==> src/logic/regv_pkg.sv <==
package regv_pkg;

  // ****************************************
  // bus geometry
  // ****************************************
  localparam int          ADDR_W        = 10;
  localparam int          DATA_W        = 32;
  localparam int          NUM_RAILS     = 6;
  localparam int          NUM_BUCKS     = 5;

  // ****************************************
  // register indexes (byte address = index * 4)
  // ****************************************
  localparam logic [7:0]  IDX_CORE1     = 8'hA4;
  localparam logic [7:0]  IDX_PROC      = 8'hA5;
  localparam logic [7:0]  IDX_MEM       = 8'hA6;
  localparam logic [7:0]  IDX_IO        = 8'hA7;
  localparam logic [7:0]  IDX_PERI      = 8'hA8;
  localparam logic [7:0]  IDX_LIN1      = 8'hA9;
  localparam int          RAIL_LIN1     = 5;

  // ****************************************
  // field layout and reset values
  // ****************************************
  localparam int          SLEEP_BIT     = 7;
  localparam int          LIN_RSVD_BIT  = 6;
  localparam logic [7:0]  SETTING_RESET = 8'h00;
  localparam logic [7:0]  BUCK_WR_MASK  = 8'hFF;
  localparam logic [7:0]  LIN_WR_MASK   = 8'hBF;
  localparam logic [6:0]  BUCK_CODE_MSK = 7'h7F;
  localparam logic [6:0]  LIN_CODE_MSK  = 7'h3F;

  // ****************************************
  // voltage mapping in millivolts, per rail
  // ****************************************
  localparam int          MV_W          = 12;
  localparam logic [11:0] BASE_MV [NUM_RAILS] = '{12'h12C, 12'h212, 12'h320, 12'h320, 12'h320, 12'h258};
  localparam logic [11:0] STEP_MV [NUM_RAILS] = '{12'h00A, 12'h00A, 12'h014, 12'h014, 12'h014, 12'h014};
  localparam logic [11:0] LIN_TOP_MV    = 12'h708;

  // ****************************************
  // operating mode field of a buck
  // ****************************************
  localparam logic [1:0]  OPM_BY_SET    = 2'h0;
  localparam logic [1:0]  OPM_SLEEP     = 2'h1;
  localparam logic [1:0]  OPM_SYNC      = 2'h2;
  localparam logic [1:0]  OPM_AUTO      = 2'h3;

  typedef enum logic [1:0] {
    RAIL_SYNC,
    RAIL_SLEEP,
    RAIL_AUTO
  } rail_mode_t;

endpackage : regv_pkg

==> src/logic/reg_access_if.sv <==
`timescale 1ns/1ps
interface reg_access_if;
  logic       wrStb;
  logic [7:0] wrData;
  logic [2:0] regSel;
  logic       hit;
  logic [7:0] rdData;

  modport port (output wrStb, output wrData, output regSel, output hit, input rdData);
  modport bank (input wrStb, input wrData, input regSel, input hit, output rdData);
endinterface : reg_access_if

==> src/logic/regulator_a_voltage_regs.sv <==
// Decided for this implementation: the Wishbone slave port.
`timescale 1ns/1ps
module regulator_a_voltage_regs
  import regv_pkg::*;
(
  input  wire logic                        mclk,
  input  wire logic                        rst_b,
  // ****************************************
  // classic wishbone slave
  // ****************************************
  input  wire logic                        wb_cyc_i,
  input  wire logic                        wb_stb_i,
  input  wire logic                        wb_we_i,
  input  wire logic [ADDR_W-1:0]           wb_adr_i,
  input  wire logic [3:0]                  wb_sel_i,
  input  wire logic [DATA_W-1:0]           wb_dat_i,
  output logic      [DATA_W-1:0]           wb_dat_o,
  output logic                             wb_ack_o,
  // ****************************************
  // surrounding power manager state
  // ****************************************
  input  wire logic                        voltSetSelB,
  input  wire logic [NUM_RAILS-1:0]        bSleepSelect,
  input  wire logic [1:0]                  core1OperatingMode,
  input  wire logic [1:0]                  processorOperatingMode,
  input  wire logic [1:0]                  memoryOperatingMode,
  input  wire logic [1:0]                  ioOperatingMode,
  input  wire logic [1:0]                  peripheralOperatingMode,
  // ****************************************
  // A set fields
  // ****************************************
  output logic                             core1ASleepSelect,
  output logic      [6:0]                  core1AVoltageCode,
  output logic                             processorASleepSelect,
  output logic      [6:0]                  processorAVoltageCode,
  output logic                             memoryASleepSelect,
  output logic      [6:0]                  memoryAVoltageCode,
  output logic                             ioASleepSelect,
  output logic      [6:0]                  ioAVoltageCode,
  output logic                             peripheralASleepSelect,
  output logic      [6:0]                  peripheralAVoltageCode,
  output logic                             linear1ASleepSelect,
  output logic      [5:0]                  linear1AVoltageCode,
  // ****************************************
  // derived rail state
  // ****************************************
  output logic      [NUM_RAILS-1:0][MV_W-1:0] railATargetMv,
  output logic      [NUM_RAILS-1:0]        railSleepActive,
  output logic      [NUM_BUCKS-1:0]        buckAutoActive
);

  // ****************************************
  // reset release
  // ****************************************
  logic rstMeta_ff;
  logic rstSync_ff;

  // two flops release the async reset
  always_ff @(posedge mclk or negedge rst_b) begin
    if (!rst_b) begin
      rstMeta_ff <= 1'b0;
      rstSync_ff <= 1'b0;
    end else begin
      rstMeta_ff <= 1'b1;
      rstSync_ff <= rstMeta_ff;
    end
  end

  // ****************************************
  // bus port
  // ****************************************
  reg_access_if acc ();

  wb_slave_port u_port (
    .mclk      (mclk),
    .rstSync_b (rstSync_ff),
    .wb_cyc_i  (wb_cyc_i),
    .wb_stb_i  (wb_stb_i),
    .wb_we_i   (wb_we_i),
    .wb_adr_i  (wb_adr_i),
    .wb_sel_i  (wb_sel_i),
    .wb_dat_i  (wb_dat_i),
    .wb_dat_o  (wb_dat_o),
    .wb_ack_o  (wb_ack_o),
    .acc       (acc)
  );

  // ****************************************
  // setting registers
  // ****************************************
  logic [7:0] setting_ff [NUM_RAILS];
  logic [7:0] wrMask     [NUM_RAILS];
  logic [6:0] codeMask   [NUM_RAILS];
  logic [6:0] railCode   [NUM_RAILS];
  logic [MV_W-1:0] rawMv [NUM_RAILS];
  logic [MV_W-1:0] nxt_railMv [NUM_RAILS];
  rail_mode_t buckMode   [NUM_BUCKS];
  logic [1:0] opModes    [NUM_BUCKS];

  // readback masks reserved bit of the linear rail
  assign acc.rdData = setting_ff[acc.regSel] & wrMask[acc.regSel];

  // operating mode fields gathered per buck
  assign opModes[0] = core1OperatingMode;
  assign opModes[1] = processorOperatingMode;
  assign opModes[2] = memoryOperatingMode;
  assign opModes[3] = ioOperatingMode;
  assign opModes[4] = peripheralOperatingMode;

  for (genvar i = 0; i < NUM_RAILS; i++) begin : g_rail
    localparam bit IS_LIN = (i == RAIL_LIN1);
    wire logic selWr = acc.wrStb && (acc.regSel == 3'(i));

    assign wrMask[i]   = IS_LIN ? LIN_WR_MASK : BUCK_WR_MASK;
    assign codeMask[i] = IS_LIN ? LIN_CODE_MSK : BUCK_CODE_MSK;
    // code field: bits 6:0 on bucks, 5:0 on linear
    assign railCode[i] = setting_ff[i][6:0] & codeMask[i];
    // base plus step per code
    assign rawMv[i] = BASE_MV[i] + MV_W'(STEP_MV[i] * {5'h00, railCode[i]});
    // linear rail saturates at its top voltage
    assign nxt_railMv[i] = (IS_LIN && rawMv[i] > LIN_TOP_MV) ? LIN_TOP_MV : rawMv[i];

    // write stores only the writable bits
    always_ff @(posedge mclk or negedge rstSync_ff) begin
      if (!rstSync_ff) begin
        setting_ff[i] <= SETTING_RESET;
      end else if (selWr) begin
        setting_ff[i] <= acc.wrData & wrMask[i];
      end
    end

    // registered target voltage
    always_ff @(posedge mclk or negedge rstSync_ff) begin
      if (!rstSync_ff) begin
        railATargetMv[i] <= '0;
      end else begin
        railATargetMv[i] <= nxt_railMv[i];
      end
    end

    if (IS_LIN) begin : g_lin
      // linear rail: normal or sleep from the active set
      always_ff @(posedge mclk or negedge rstSync_ff) begin
        if (!rstSync_ff) begin
          railSleepActive[i] <= 1'b0;
        end else begin
          railSleepActive[i] <= voltSetSelB ? bSleepSelect[i] : setting_ff[i][SLEEP_BIT];
        end
      end
    end else begin : g_buck
      rail_mode_mux u_mode (
        .opMode  (opModes[i]),
        .setSelB (voltSetSelB),
        .aSleep  (setting_ff[i][SLEEP_BIT]),
        .bSleep  (bSleepSelect[i]),
        .mode    (buckMode[i])
      );

      // effective buck state, sleep choice by set when mode is 00
      always_ff @(posedge mclk or negedge rstSync_ff) begin
        if (!rstSync_ff) begin
          railSleepActive[i] <= 1'b0;
          buckAutoActive[i]  <= 1'b0;
        end else begin
          railSleepActive[i] <= (buckMode[i] == RAIL_SLEEP);
          buckAutoActive[i]  <= (buckMode[i] == RAIL_AUTO);
        end
      end
    end
  end

  // ****************************************
  // field outputs, straight from the registers
  // ****************************************
  assign core1ASleepSelect      = setting_ff[0][SLEEP_BIT];
  assign core1AVoltageCode      = setting_ff[0][6:0];
  assign processorASleepSelect  = setting_ff[1][SLEEP_BIT];
  assign processorAVoltageCode  = setting_ff[1][6:0];
  assign memoryASleepSelect     = setting_ff[2][SLEEP_BIT];
  assign memoryAVoltageCode     = setting_ff[2][6:0];
  assign ioASleepSelect         = setting_ff[3][SLEEP_BIT];
  assign ioAVoltageCode         = setting_ff[3][6:0];
  assign peripheralASleepSelect = setting_ff[4][SLEEP_BIT];
  assign peripheralAVoltageCode = setting_ff[4][6:0];
  assign linear1ASleepSelect    = setting_ff[5][SLEEP_BIT];
  assign linear1AVoltageCode    = setting_ff[5][5:0];

endmodule : regulator_a_voltage_regs

==> src/logic/wb_slave_port.sv <==
`timescale 1ns/1ps
module wb_slave_port
  import regv_pkg::*;
(
  input  wire logic              mclk,
  input  wire logic              rstSync_b,
  input  wire logic              wb_cyc_i,
  input  wire logic              wb_stb_i,
  input  wire logic              wb_we_i,
  input  wire logic [ADDR_W-1:0] wb_adr_i,
  input  wire logic [3:0]        wb_sel_i,
  input  wire logic [DATA_W-1:0] wb_dat_i,
  output logic      [DATA_W-1:0] wb_dat_o,
  output logic                   wb_ack_o,
  reg_access_if.port             acc
);

  logic              ack_ff;
  logic [DATA_W-1:0] dat_ff;
  wire  logic [7:0]  regIdx  = wb_adr_i[ADDR_W-1:2];
  wire  logic        request = wb_cyc_i & wb_stb_i;
  wire  logic        newReq  = request & ~ack_ff;

  // decode: aligned word inside the bank
  assign acc.hit    = (wb_adr_i[1:0] == 2'h0) && (regIdx >= IDX_CORE1) && (regIdx <= IDX_LIN1);
  assign acc.regSel = 3'(regIdx - IDX_CORE1);
  assign acc.wrData = wb_dat_i[7:0];
  // write lands on the edge that sees ack
  assign acc.wrStb  = request & ack_ff & wb_we_i & wb_sel_i[0] & acc.hit;

  assign wb_ack_o = ack_ff;
  assign wb_dat_o = dat_ff;

  // ack one cycle after request, dropped the cycle after
  always_ff @(posedge mclk or negedge rstSync_b) begin
    if (!rstSync_b) begin
      ack_ff <= 1'b0;
      dat_ff <= '0;
    end else begin
      ack_ff <= newReq;
      if (newReq) begin
        dat_ff <= acc.hit ? {24'h000000, acc.rdData} : '0; // unmapped reads zero
      end
    end
  end

endmodule : wb_slave_port

==> src/logic/rail_mode_mux.sv <==
`timescale 1ns/1ps
module rail_mode_mux
  import regv_pkg::*;
(
  input  wire logic [1:0] opMode,
  input  wire logic       setSelB,
  input  wire logic       aSleep,
  input  wire logic       bSleep,
  output rail_mode_t      mode
);

  // sleep bit of whichever set is active
  wire logic setSleep = setSelB ? bSleep : aSleep;

  always_comb begin
    unique case (opMode)
      OPM_BY_SET: mode = setSleep ? RAIL_SLEEP : RAIL_SYNC;
      OPM_SLEEP:  mode = RAIL_SLEEP;
      OPM_SYNC:   mode = RAIL_SYNC;
      OPM_AUTO:   mode = RAIL_AUTO;
    endcase
  end

endmodule : rail_mode_mux

==> config.mk <==
export PLATFORM = sky130hd
export DESIGN_NAME = regulator_a_voltage_regs
export DESIGN_NICKNAME = d
export VERILOG_FILES = /design/src/logic/regv_pkg.sv /design/src/logic/reg_access_if.sv /design/src/logic/regulator_a_voltage_regs.sv /design/src/logic/wb_slave_port.sv /design/src/logic/rail_mode_mux.sv
export SDC_FILE = /design/constraint.sdc
export NUM_CORES = 1
export LEC_CHECK = 0
export BUFFER_PORTS_ARGS = -buffer_cell sky130_fd_sc_hd__buf_2
export CAP_MARGIN = 20
export CELL_PAD_IN_SITES_DETAIL_PLACEMENT = 1
export CELL_PAD_IN_SITES_GLOBAL_PLACEMENT = 2
export CORE_ASPECT_RATIO = 1.5
export CORE_UTILIZATION = 33
export CTS_BUF_LIST = sky130_fd_sc_hd__clkbuf_2 sky130_fd_sc_hd__clkbuf_4 sky130_fd_sc_hd__clkbuf_8
export DETAILED_ROUTE_END_ITERATION = 12
export GPL_TIMING_DRIVEN = 0
export PLACE_DENSITY_LB_ADDON = 0.1
export SLEW_MARGIN = 20
export SYNTH_ARGS = -nofsm -noshare
export SYNTH_HDL_FRONTEND = slang
export SYNTH_HIERARCHICAL = 1
export SYNTH_SLANG_ARGS = --single-unit
==> constraint.sdc <==
create_clock -name mclk -period 4.3 [get_ports mclk]
set_input_delay 0.86 -clock mclk [delete_from_list [all_inputs] [get_ports mclk]]
set_output_delay 0.86 -clock mclk [all_outputs]
set_load 0.02 [all_outputs]
==> results of run 1 <==
==> how the worst min path moves through the flow <==
| stage | from | to |
|---|---|---|
| after global placement | rstMeta_ff | rstSync_ff |
| after detailed placement | rstMeta_ff | rstSync_ff |
| after global routing | rst_b | rstSync_ff |
| after floorplan | rstMeta_ff | rstSync_ff |
| final | rst_b | rstSync_ff |
| after CTS | rst_b | rstSync_ff |
==> power by group through the flow <==
| stage | logic (µW) | registers, µW | clock network, µW |
|---|---|---|---|
| floorplan | 92.7 | 1300 | 0 |
| global placement | 141 | 1290 | 0 |
| detailed placement | 166 | 1280 | 0 |
| CTS | 167 | 1250 | 1030 |
| global route | 181 | 1250 | 1070 |
| finish | 165 | 1250 | 991 |
==> per-layer routing <==
| metal | vias to the layer above | global-route usage, % | share of wire (%) |
|---|---|---|---|
| met5 | - | 0 | 0 |
| met4 | 0 | 8.01 | 2.2 |
| met3 | 32 | 4.04 | 3.9 |
| met2 | 119 | 37.8 | 58 |
| met1 | 3044 | 19.2 | 36 |
| li1 | 2875 | - | - |
==> cell usage in the layout, fill, tap and decap left out, types with 6 or more instances in the layout <==
cell type / instances
buf_2: 161
dfrtp_1: 130
inv_1: 71
ha_1: 64
buf_4: 51
mux2_2: 46
conb_1: 37
a21oi_1: 32
nand2_1: 32
xnor2_1: 22
nor2_1: 21
xor2_1: 21
nor2b_1: 19
clkbuf_8: 18
o21ai_0: 15
mux2i_1: 13
clkbuf_1: 12
nor3_1: 11
o31ai_1: 11
o22ai_1: 9
inv_6: 9
and3_1: 8
and2_1: 8
mux4_2: 8
a21o_1: 7
nand3_1: 7
nand2b_1: 7
fa_1: 6
==> registers in the layout, indices dropped and copies added (netlist names), 5 cells and up <==
signal / flops
core1AVoltageCode: 7
buckAutoActive: 5
railSleepActive: 6
linear1AVoltageCode: 6
u_port/wb_dat_o: 8
memoryAVoltageCode: 7
processorAVoltageCode: 7
railATargetMv: 62
peripheralAVoltageCode: 7
ioAVoltageCode: 7
==> cell type report <==
type | count | area [µm²]
Timing Repair Buffer | 162 | 848
Fill cell | 2706 | 13600
Multi-Input combinational cell | 487 | 3960
Clock inverter | 14 | 116
Tap cell | 315 | 394
Inverter | 71 | 267
Clock buffer | 18 | 248
Buffer | 66 | 442
Sequential cell | 131 | 3280
==> metrics by stage <==
step                      setup slack (ns)  power (µW)  TNS [ns]  cell area, µm²
final                                 1.00        2410         0            9560
after global routing                 0.778        2510         0            9560
after CTS                             1.02        2450         0            9560
after detailed placement             0.685        1440         0            9190
after global placement               -1.20        1430   -153.59            9140
after floorplan                      0.380        1390         0            7950
==> load_flow_metrics.sql, run 1 <==
INSERT INTO impl_metrics (metric_group, metric, value, unit) VALUES
('global_routing', 'grtUsageTotal', '19.2', '%'),
('global_routing', 'antenna_found_initial', '0', ''),
('detailed_routing', 'drt-total-wl', '22.2', 'mm'),
('synth', 'synth-warning-count', '6', ''),
('status', 'status', 'completed', ''),
('sta', 'worst_pin_slew', '0.815', 'ns'),
('placed_design', 'buffer_ports.inserted', '160', ''),
('layout', 'post_route_cells_drive_above_1_share', '33.6', '%'),
('die', 'pin_count', '231', ''),
('die', 'placement_rows', '68', ''),
('clocking', 'post-cts-setup-buffers', '0', ''),
('synth', 'synth_area', '0.00782', 'mm²'),
('layout', 'flow.area_growth_from_synthesis', '22.2', '%'),
('pwr', 'power.switching', '673', 'µW'),
('detailed_routing', 'routed_vias_inst', '4.80', ''),
('die', 'floorplan.die.height', '191', 'µm'),
('clocking', 'worst_setup_hold_path_clk_slew', '0.09', 'ns'),
('clocking', 'tritoncts.num_buffers', '17', ''),
('global_routing', 'total_global_routing_overflow', '0', ''),
('pwr', 'seq_power_share', '52.0', '%'),
('die', 'floorplan.initialDensity', '33.8', '%'),
('layout', 'diodes', '0', ''),
('worst_hold_path', 'hp-class', 'in2async', ''),
('pwr', 'pwr-share-comb', '6.9', '%'),
('critical_path', 'critPathCaptureType', 'flip-flop', ''),
('placed_design', 'hpwl', '17.8', 'mm'),
('placed_design', 'cell_count_after_placement', '1232', ''),
('critical_path', 'timing.critical_path.from', 'linear1AVoltageCode[1]', ''),
('layout', 'finish.net_count', '1074', ''),
('global_routing', 'maximum_number_of_pins_on_one_net_before_global_route_repair', '56', ''),
('synth', 'synthCells', '721', ''),
('sta', 'rsz0062_at_grt', 'false', ''),
('sta', 'final.period_utilization', '76.7', '%'),
('synth', 'post_synth.cell_area_avg', '10.8', 'µm²'),
('critical_path', 'maximum_fanout_along_the_worst_path', '7', ''),
('critical_path', 'crit_path_top_delay_cell', 'dfrtp_1', ''),
('pwr', 'cell_pwr_density', '252', 'mW/mm²'),
('critical_path', 'critical-path-top-delay-family', 'adder cells', ''),
('detailed_routing', 'wl_per_cell', '17.5', 'µm'),
('run', 'drv.max_cap_violation_count', '0', ''),
('pwr', 'clockPowerShare', '41.2', '%'),
('detailed_routing', 'detailroute.via_count', '6070', ''),
('clocking', 'clock_tree.root_cell', 'clkbuf_8', ''),
('critical_path', 'criticalPathCategory', 'reg2reg', ''),
('clocking', 'htree_num_levels', '4', ''),
('placed_design', 'gp_routability_congestion', '0.885', ''),
('die', 'design.die.area', '0.0243', 'mm²'),
('clocking', 'clock_latency_late_sink', '0.48', 'ns'),
('critical_path', 'crit_path_max_incr_delay', '0.49', 'ns'),
('sta', 'fin_worst_skew', '0.0114', 'ns'),
('pwr', 'power.internal', '1730', 'µW'),
('sta', 'slew_headroom', '45.5', '%'),
('sta', 'finalWorstPathRequiredPeriod', '3.30', 'ns'),
('sta', 'hold_slack', '0.147', 'ns'),
('clocking', 'ctsLongestPathBuffers', '2', ''),
('global_routing', 'first_global_vias', '6767', ''),
('sta', 'hold_viol', '0', ''),
('critical_path', 'worst-path-buf-inv', '2', ''),
('sta', 'max_freq', '303', 'MHz'),
('critical_path', 'regToRegEndpoint', 'railATargetMv[63]', ''),
('critical_path', 'worst-path-stages', '10', ''),
('clocking', 'tritoncts', 'built', ''),
('detailed_routing', 'drt_pre_antenna_iters', '4', ''),
('critical_path', 'crit_path_end', 'railATargetMv[63]', ''),
('sta', 'slew_viol_final', '0', ''),
('die', 'die_width', '128', 'µm'),
('critical_path', 'series_of_cell_instances_along_the_critical_path', 'ha_1 > ha_1 > inv_1 > fa_1 > xor2_2 > a21oi_1 > and3_1 > a32oi_1 > inv_1 > or3_1', ''),
('clocking', 'cts_resized', '0', ''),
('detailed_routing', 'route.antenna.remaining_nets', '0', ''),
('pwr', 'switching_share', '28.0', '%'),
('sta', 'timing.final.setup_violations', '0', '');
Power figures use the tool's default switching activity.
==> inputs of run 2 (changes only) <==
--- a/config.mk
+++ b/config.mk
@@ -10,7 +10,7 @@
 export CELL_PAD_IN_SITES_DETAIL_PLACEMENT = 1
 export CELL_PAD_IN_SITES_GLOBAL_PLACEMENT = 2
 export CORE_ASPECT_RATIO = 1.5
-export CORE_UTILIZATION = 33
+export CORE_UTILIZATION = 30
 export CTS_BUF_LIST = sky130_fd_sc_hd__clkbuf_2 sky130_fd_sc_hd__clkbuf_4 sky130_fd_sc_hd__clkbuf_8
 export DETAILED_ROUTE_END_ITERATION = 12
 export GPL_TIMING_DRIVEN = 0
==> constraint.sdc (replaced) <==
create_clock -name mclk -period 2.8 [get_ports mclk]
set_input_delay 0.56 -clock mclk [delete_from_list [all_inputs] [get_ports mclk]]
set_output_delay 0.56 -clock mclk [all_outputs]
set_load 0.02 [all_outputs]
==> load_flow_metrics.sql, run 2 (same netlist as run 1, synthesis figures left out) <==
INSERT INTO impl_metrics (metric_group, metric, value, unit) VALUES
('status', 'status', 'completed', ''),
('placed_design', 'gp_routability_congestion', '0.763', ''),
('sta', 'max_freq', '360', 'MHz'),
('critical_path', 'series_of_cell_instances_along_the_critical_path', 'buf_2 > nor4b_4 > o2111ai_2 > nor3_1 > nand2b_1 > nor2_1 > mux2_2', ''),
('global_routing', 'first_pass_grt_wire_length', '35.2', 'mm'),
('layout', 'max_flop_register', 'railATargetMv', ''),
('layout', 'final_common_cell', 'buf_2', ''),
('layout', 'diodes', '0', ''),
('critical_path', 'timing.critical_path.from_type', 'primary input', ''),
('placed_design', 'hpwl', '17.7', 'mm'),
('layout', 'final_cell_mix', 'buf_2, dfrtp_1, buf_4, inv_1, ha_1', ''),
('layout', 'largest_reg_flops', '62', ''),
('sta', 'finalWorstPathRequiredPeriod', '2.78', 'ns'),
('pwr', 'cell_pwr_density', '378', 'mW/mm²'),
('pwr', 'leakagePower', '0.00527', 'µW'),
('sta', 'slew_viol_final', '0', ''),
('layout', 'flow.area_growth_from_synthesis', '29.9', '%'),
('run', 'drv.max_cap_violation_count', '0', ''),
('clocking', 'tritoncts', 'built', ''),
('sta', 'worst_pin_slew', '0.858', 'ns'),
('global_routing', 'first_global_vias', '6336', ''),
('critical_path', 'crit_path_top_delay_cell', 'nor2_1', ''),
('sta', 'post_route_setup_tns', '0', 'ns'),
('critical_path', 'criticalPathCategory', 'in2reg', ''),
('clocking', 'htree_num_levels', '4', ''),
('sta', 'hold_viol', '0', ''),
('placed_design', 'buffer_ports.inserted', '160', ''),
('clocking', 'worst_setup_hold_path_clk_slew', '0.08', 'ns'),
('clocking', 'ctsLongestPathBuffers', '2', ''),
('clocking', 'clock_tree.root_cell', 'clkbuf_8', ''),
('layout', 'post_route_cells_drive_above_1_share', '41.9', '%'),
('clocking', 'tritoncts.num_buffers', '17', ''),
('critical_path', 'maximum_fanout_along_the_worst_path', '9', ''),
('detailed_routing', 'drt-total-wl', '22.6', 'mm'),
('die', 'coreArea', '0.0257', 'mm²'),
('critical_path', 'worst-path-buf-inv', '1', ''),
('detailed_routing', 'drt_first_iter_violations', '153', ''),
('die', 'floorplan.initialDensity', '30.5', '%'),
('critical_path', 'critPathCaptureType', 'flip-flop', ''),
('die', 'die_width', '134', 'µm'),
('clocking', 'cts.sinks', '131', ''),
('die', 'design.die.area', '0.0267', 'mm²'),
('critical_path', 'crit_path_max_incr_delay', '0.69', 'ns'),
('pwr', 'power.ir.vdd_worst', '277', 'µV'),
('detailed_routing', 'route.antenna.remaining_nets', '0', ''),
('detailed_routing', 'detailroute.via_count', '6137', ''),
('sta', 'timing.final.setup_violations', '0', ''),
('critical_path', 'critical_path_arrival', '3.13', 'ns'),
('clocking', 'clock_latency_late_sink', '0.45', 'ns'),
('sta', 'layout_setup_ws', '0.0196', 'ns'),
('worst_hold_path', 'hp-class', 'in2reg', ''),
('global_routing', 'maximum_number_of_pins_on_one_net_before_global_route_repair', '50', ''),
('placed_design', 'dpl_worst_slack', '-0.432', 'ns'),
('sta', 'rsz0062_at_grt', 'true', ''),
('critical_path', 'timing.critical_path.required', '3.15', 'ns'),
('detailed_routing', 'remaining_drc_errors', '0', ''),
('layout', 'finish.net_count', '1099', ''),
('global_routing', 'total_global_routing_overflow', '0', ''),
('sta', 'slew_headroom', '42.6', '%'),
('die', 'placement_rows', '72', ''),
('die', 'pin_count', '231', ''),
('detailed_routing', 'routed_vias_inst', '4.70', ''),
('detailed_routing', 'wl_per_cell', '17.3', 'µm'),
('detailed_routing', 'drt_pre_antenna_iters', '10', ''),
('die', 'floorplan.die.height', '200', 'µm'),
('critical_path', 'critical-path-top-delay-family', 'simple AND/OR/NAND/NOR gates', ''),
('sta', 'fin_worst_skew', '0.0112', 'ns'),
('global_routing', 'grtUsageTotal', '17.4', '%'),
('sta', 'final.period_utilization', '99.3', '%'),
('global_routing', 'antenna_found_initial', '0', '');
run 2: worst paths after layout:
kind                                         from                   endpoint  slack [ns]  cells past startpoint
min reg2reg                            rstMeta_ff                 rstSync_ff        0.37                      0
min in group asynchronous              rstSync_ff          railATargetMv[39]        0.38                      0
max reg2reg                linear1AVoltageCode[3]          railATargetMv[63]        0.04                     10
min                               bSleepSelect[5]         railSleepActive[5]        0.34                      2
max in group asynchronous              rstSync_ff           railATargetMv[9]        1.69                      1
max                                   wb_adr_i[0]  peripheralAVoltageCode[1]        0.02                      7
run 2: per-layer routing:
metal	global-route usage, %	share of wire, %
met4	5.13	1.1
met5	0	0
met1	18.7	38
met3	3.28	3.3
met2	33.8	58
run 2: what timing repair did:
action	4_1_cts	5_1_grt
pin swaps	14	21
gates resized for setup	37	45
setup buffers	17	8
endpoints found under the setup margin	12	38
hold buffers	1	0
endpoints found under the hold margin	2	0
run 2: power by group:
part | internal (µW) | switching [µW]
combinational | 101 | 153
sequential | 1900 | 18.7
clock | 849 | 811
run 2: area by class of cell:
| class | count | area (µm²) |
|---|---|---|
| tap | 333 | 417 |
| buffer | 65 | 437 |
| multi-input combinational | 487 | 4290 |
| clock buffer | 20 | 269 |
| inverter | 71 | 267 |
| timing repair buffer | 188 | 1050 |
| clock inverter | 12 | 130 |
| fill | 2972 | 15500 |
| sequential | 131 | 3300 |
run 2: per-stage QoR:
| stage | cell area, µm² | hold slack, ns | total power, µW | util, % | cells |
|---|---|---|---|---|---|
| 4_1_cts | 9950 | 0.304 | 3900 | 38.8 | 1300 |
| 5_1_grt | 10200 | 0.308 | 4000 | 39.6 | 1307 |
| 2_1_floorplan | 7980 | 0.264 | 2130 | - | 755 |
| 3_5_place_dp | 9250 | 0.355 | 2220 | 36.0 | 1250 |
| 3_3_place_gp | 9200 | 0.335 | 2200 | 35.8 | 1248 |
| 6_report | 10200 | 0.339 | 3840 | 39.6 | 1307 |
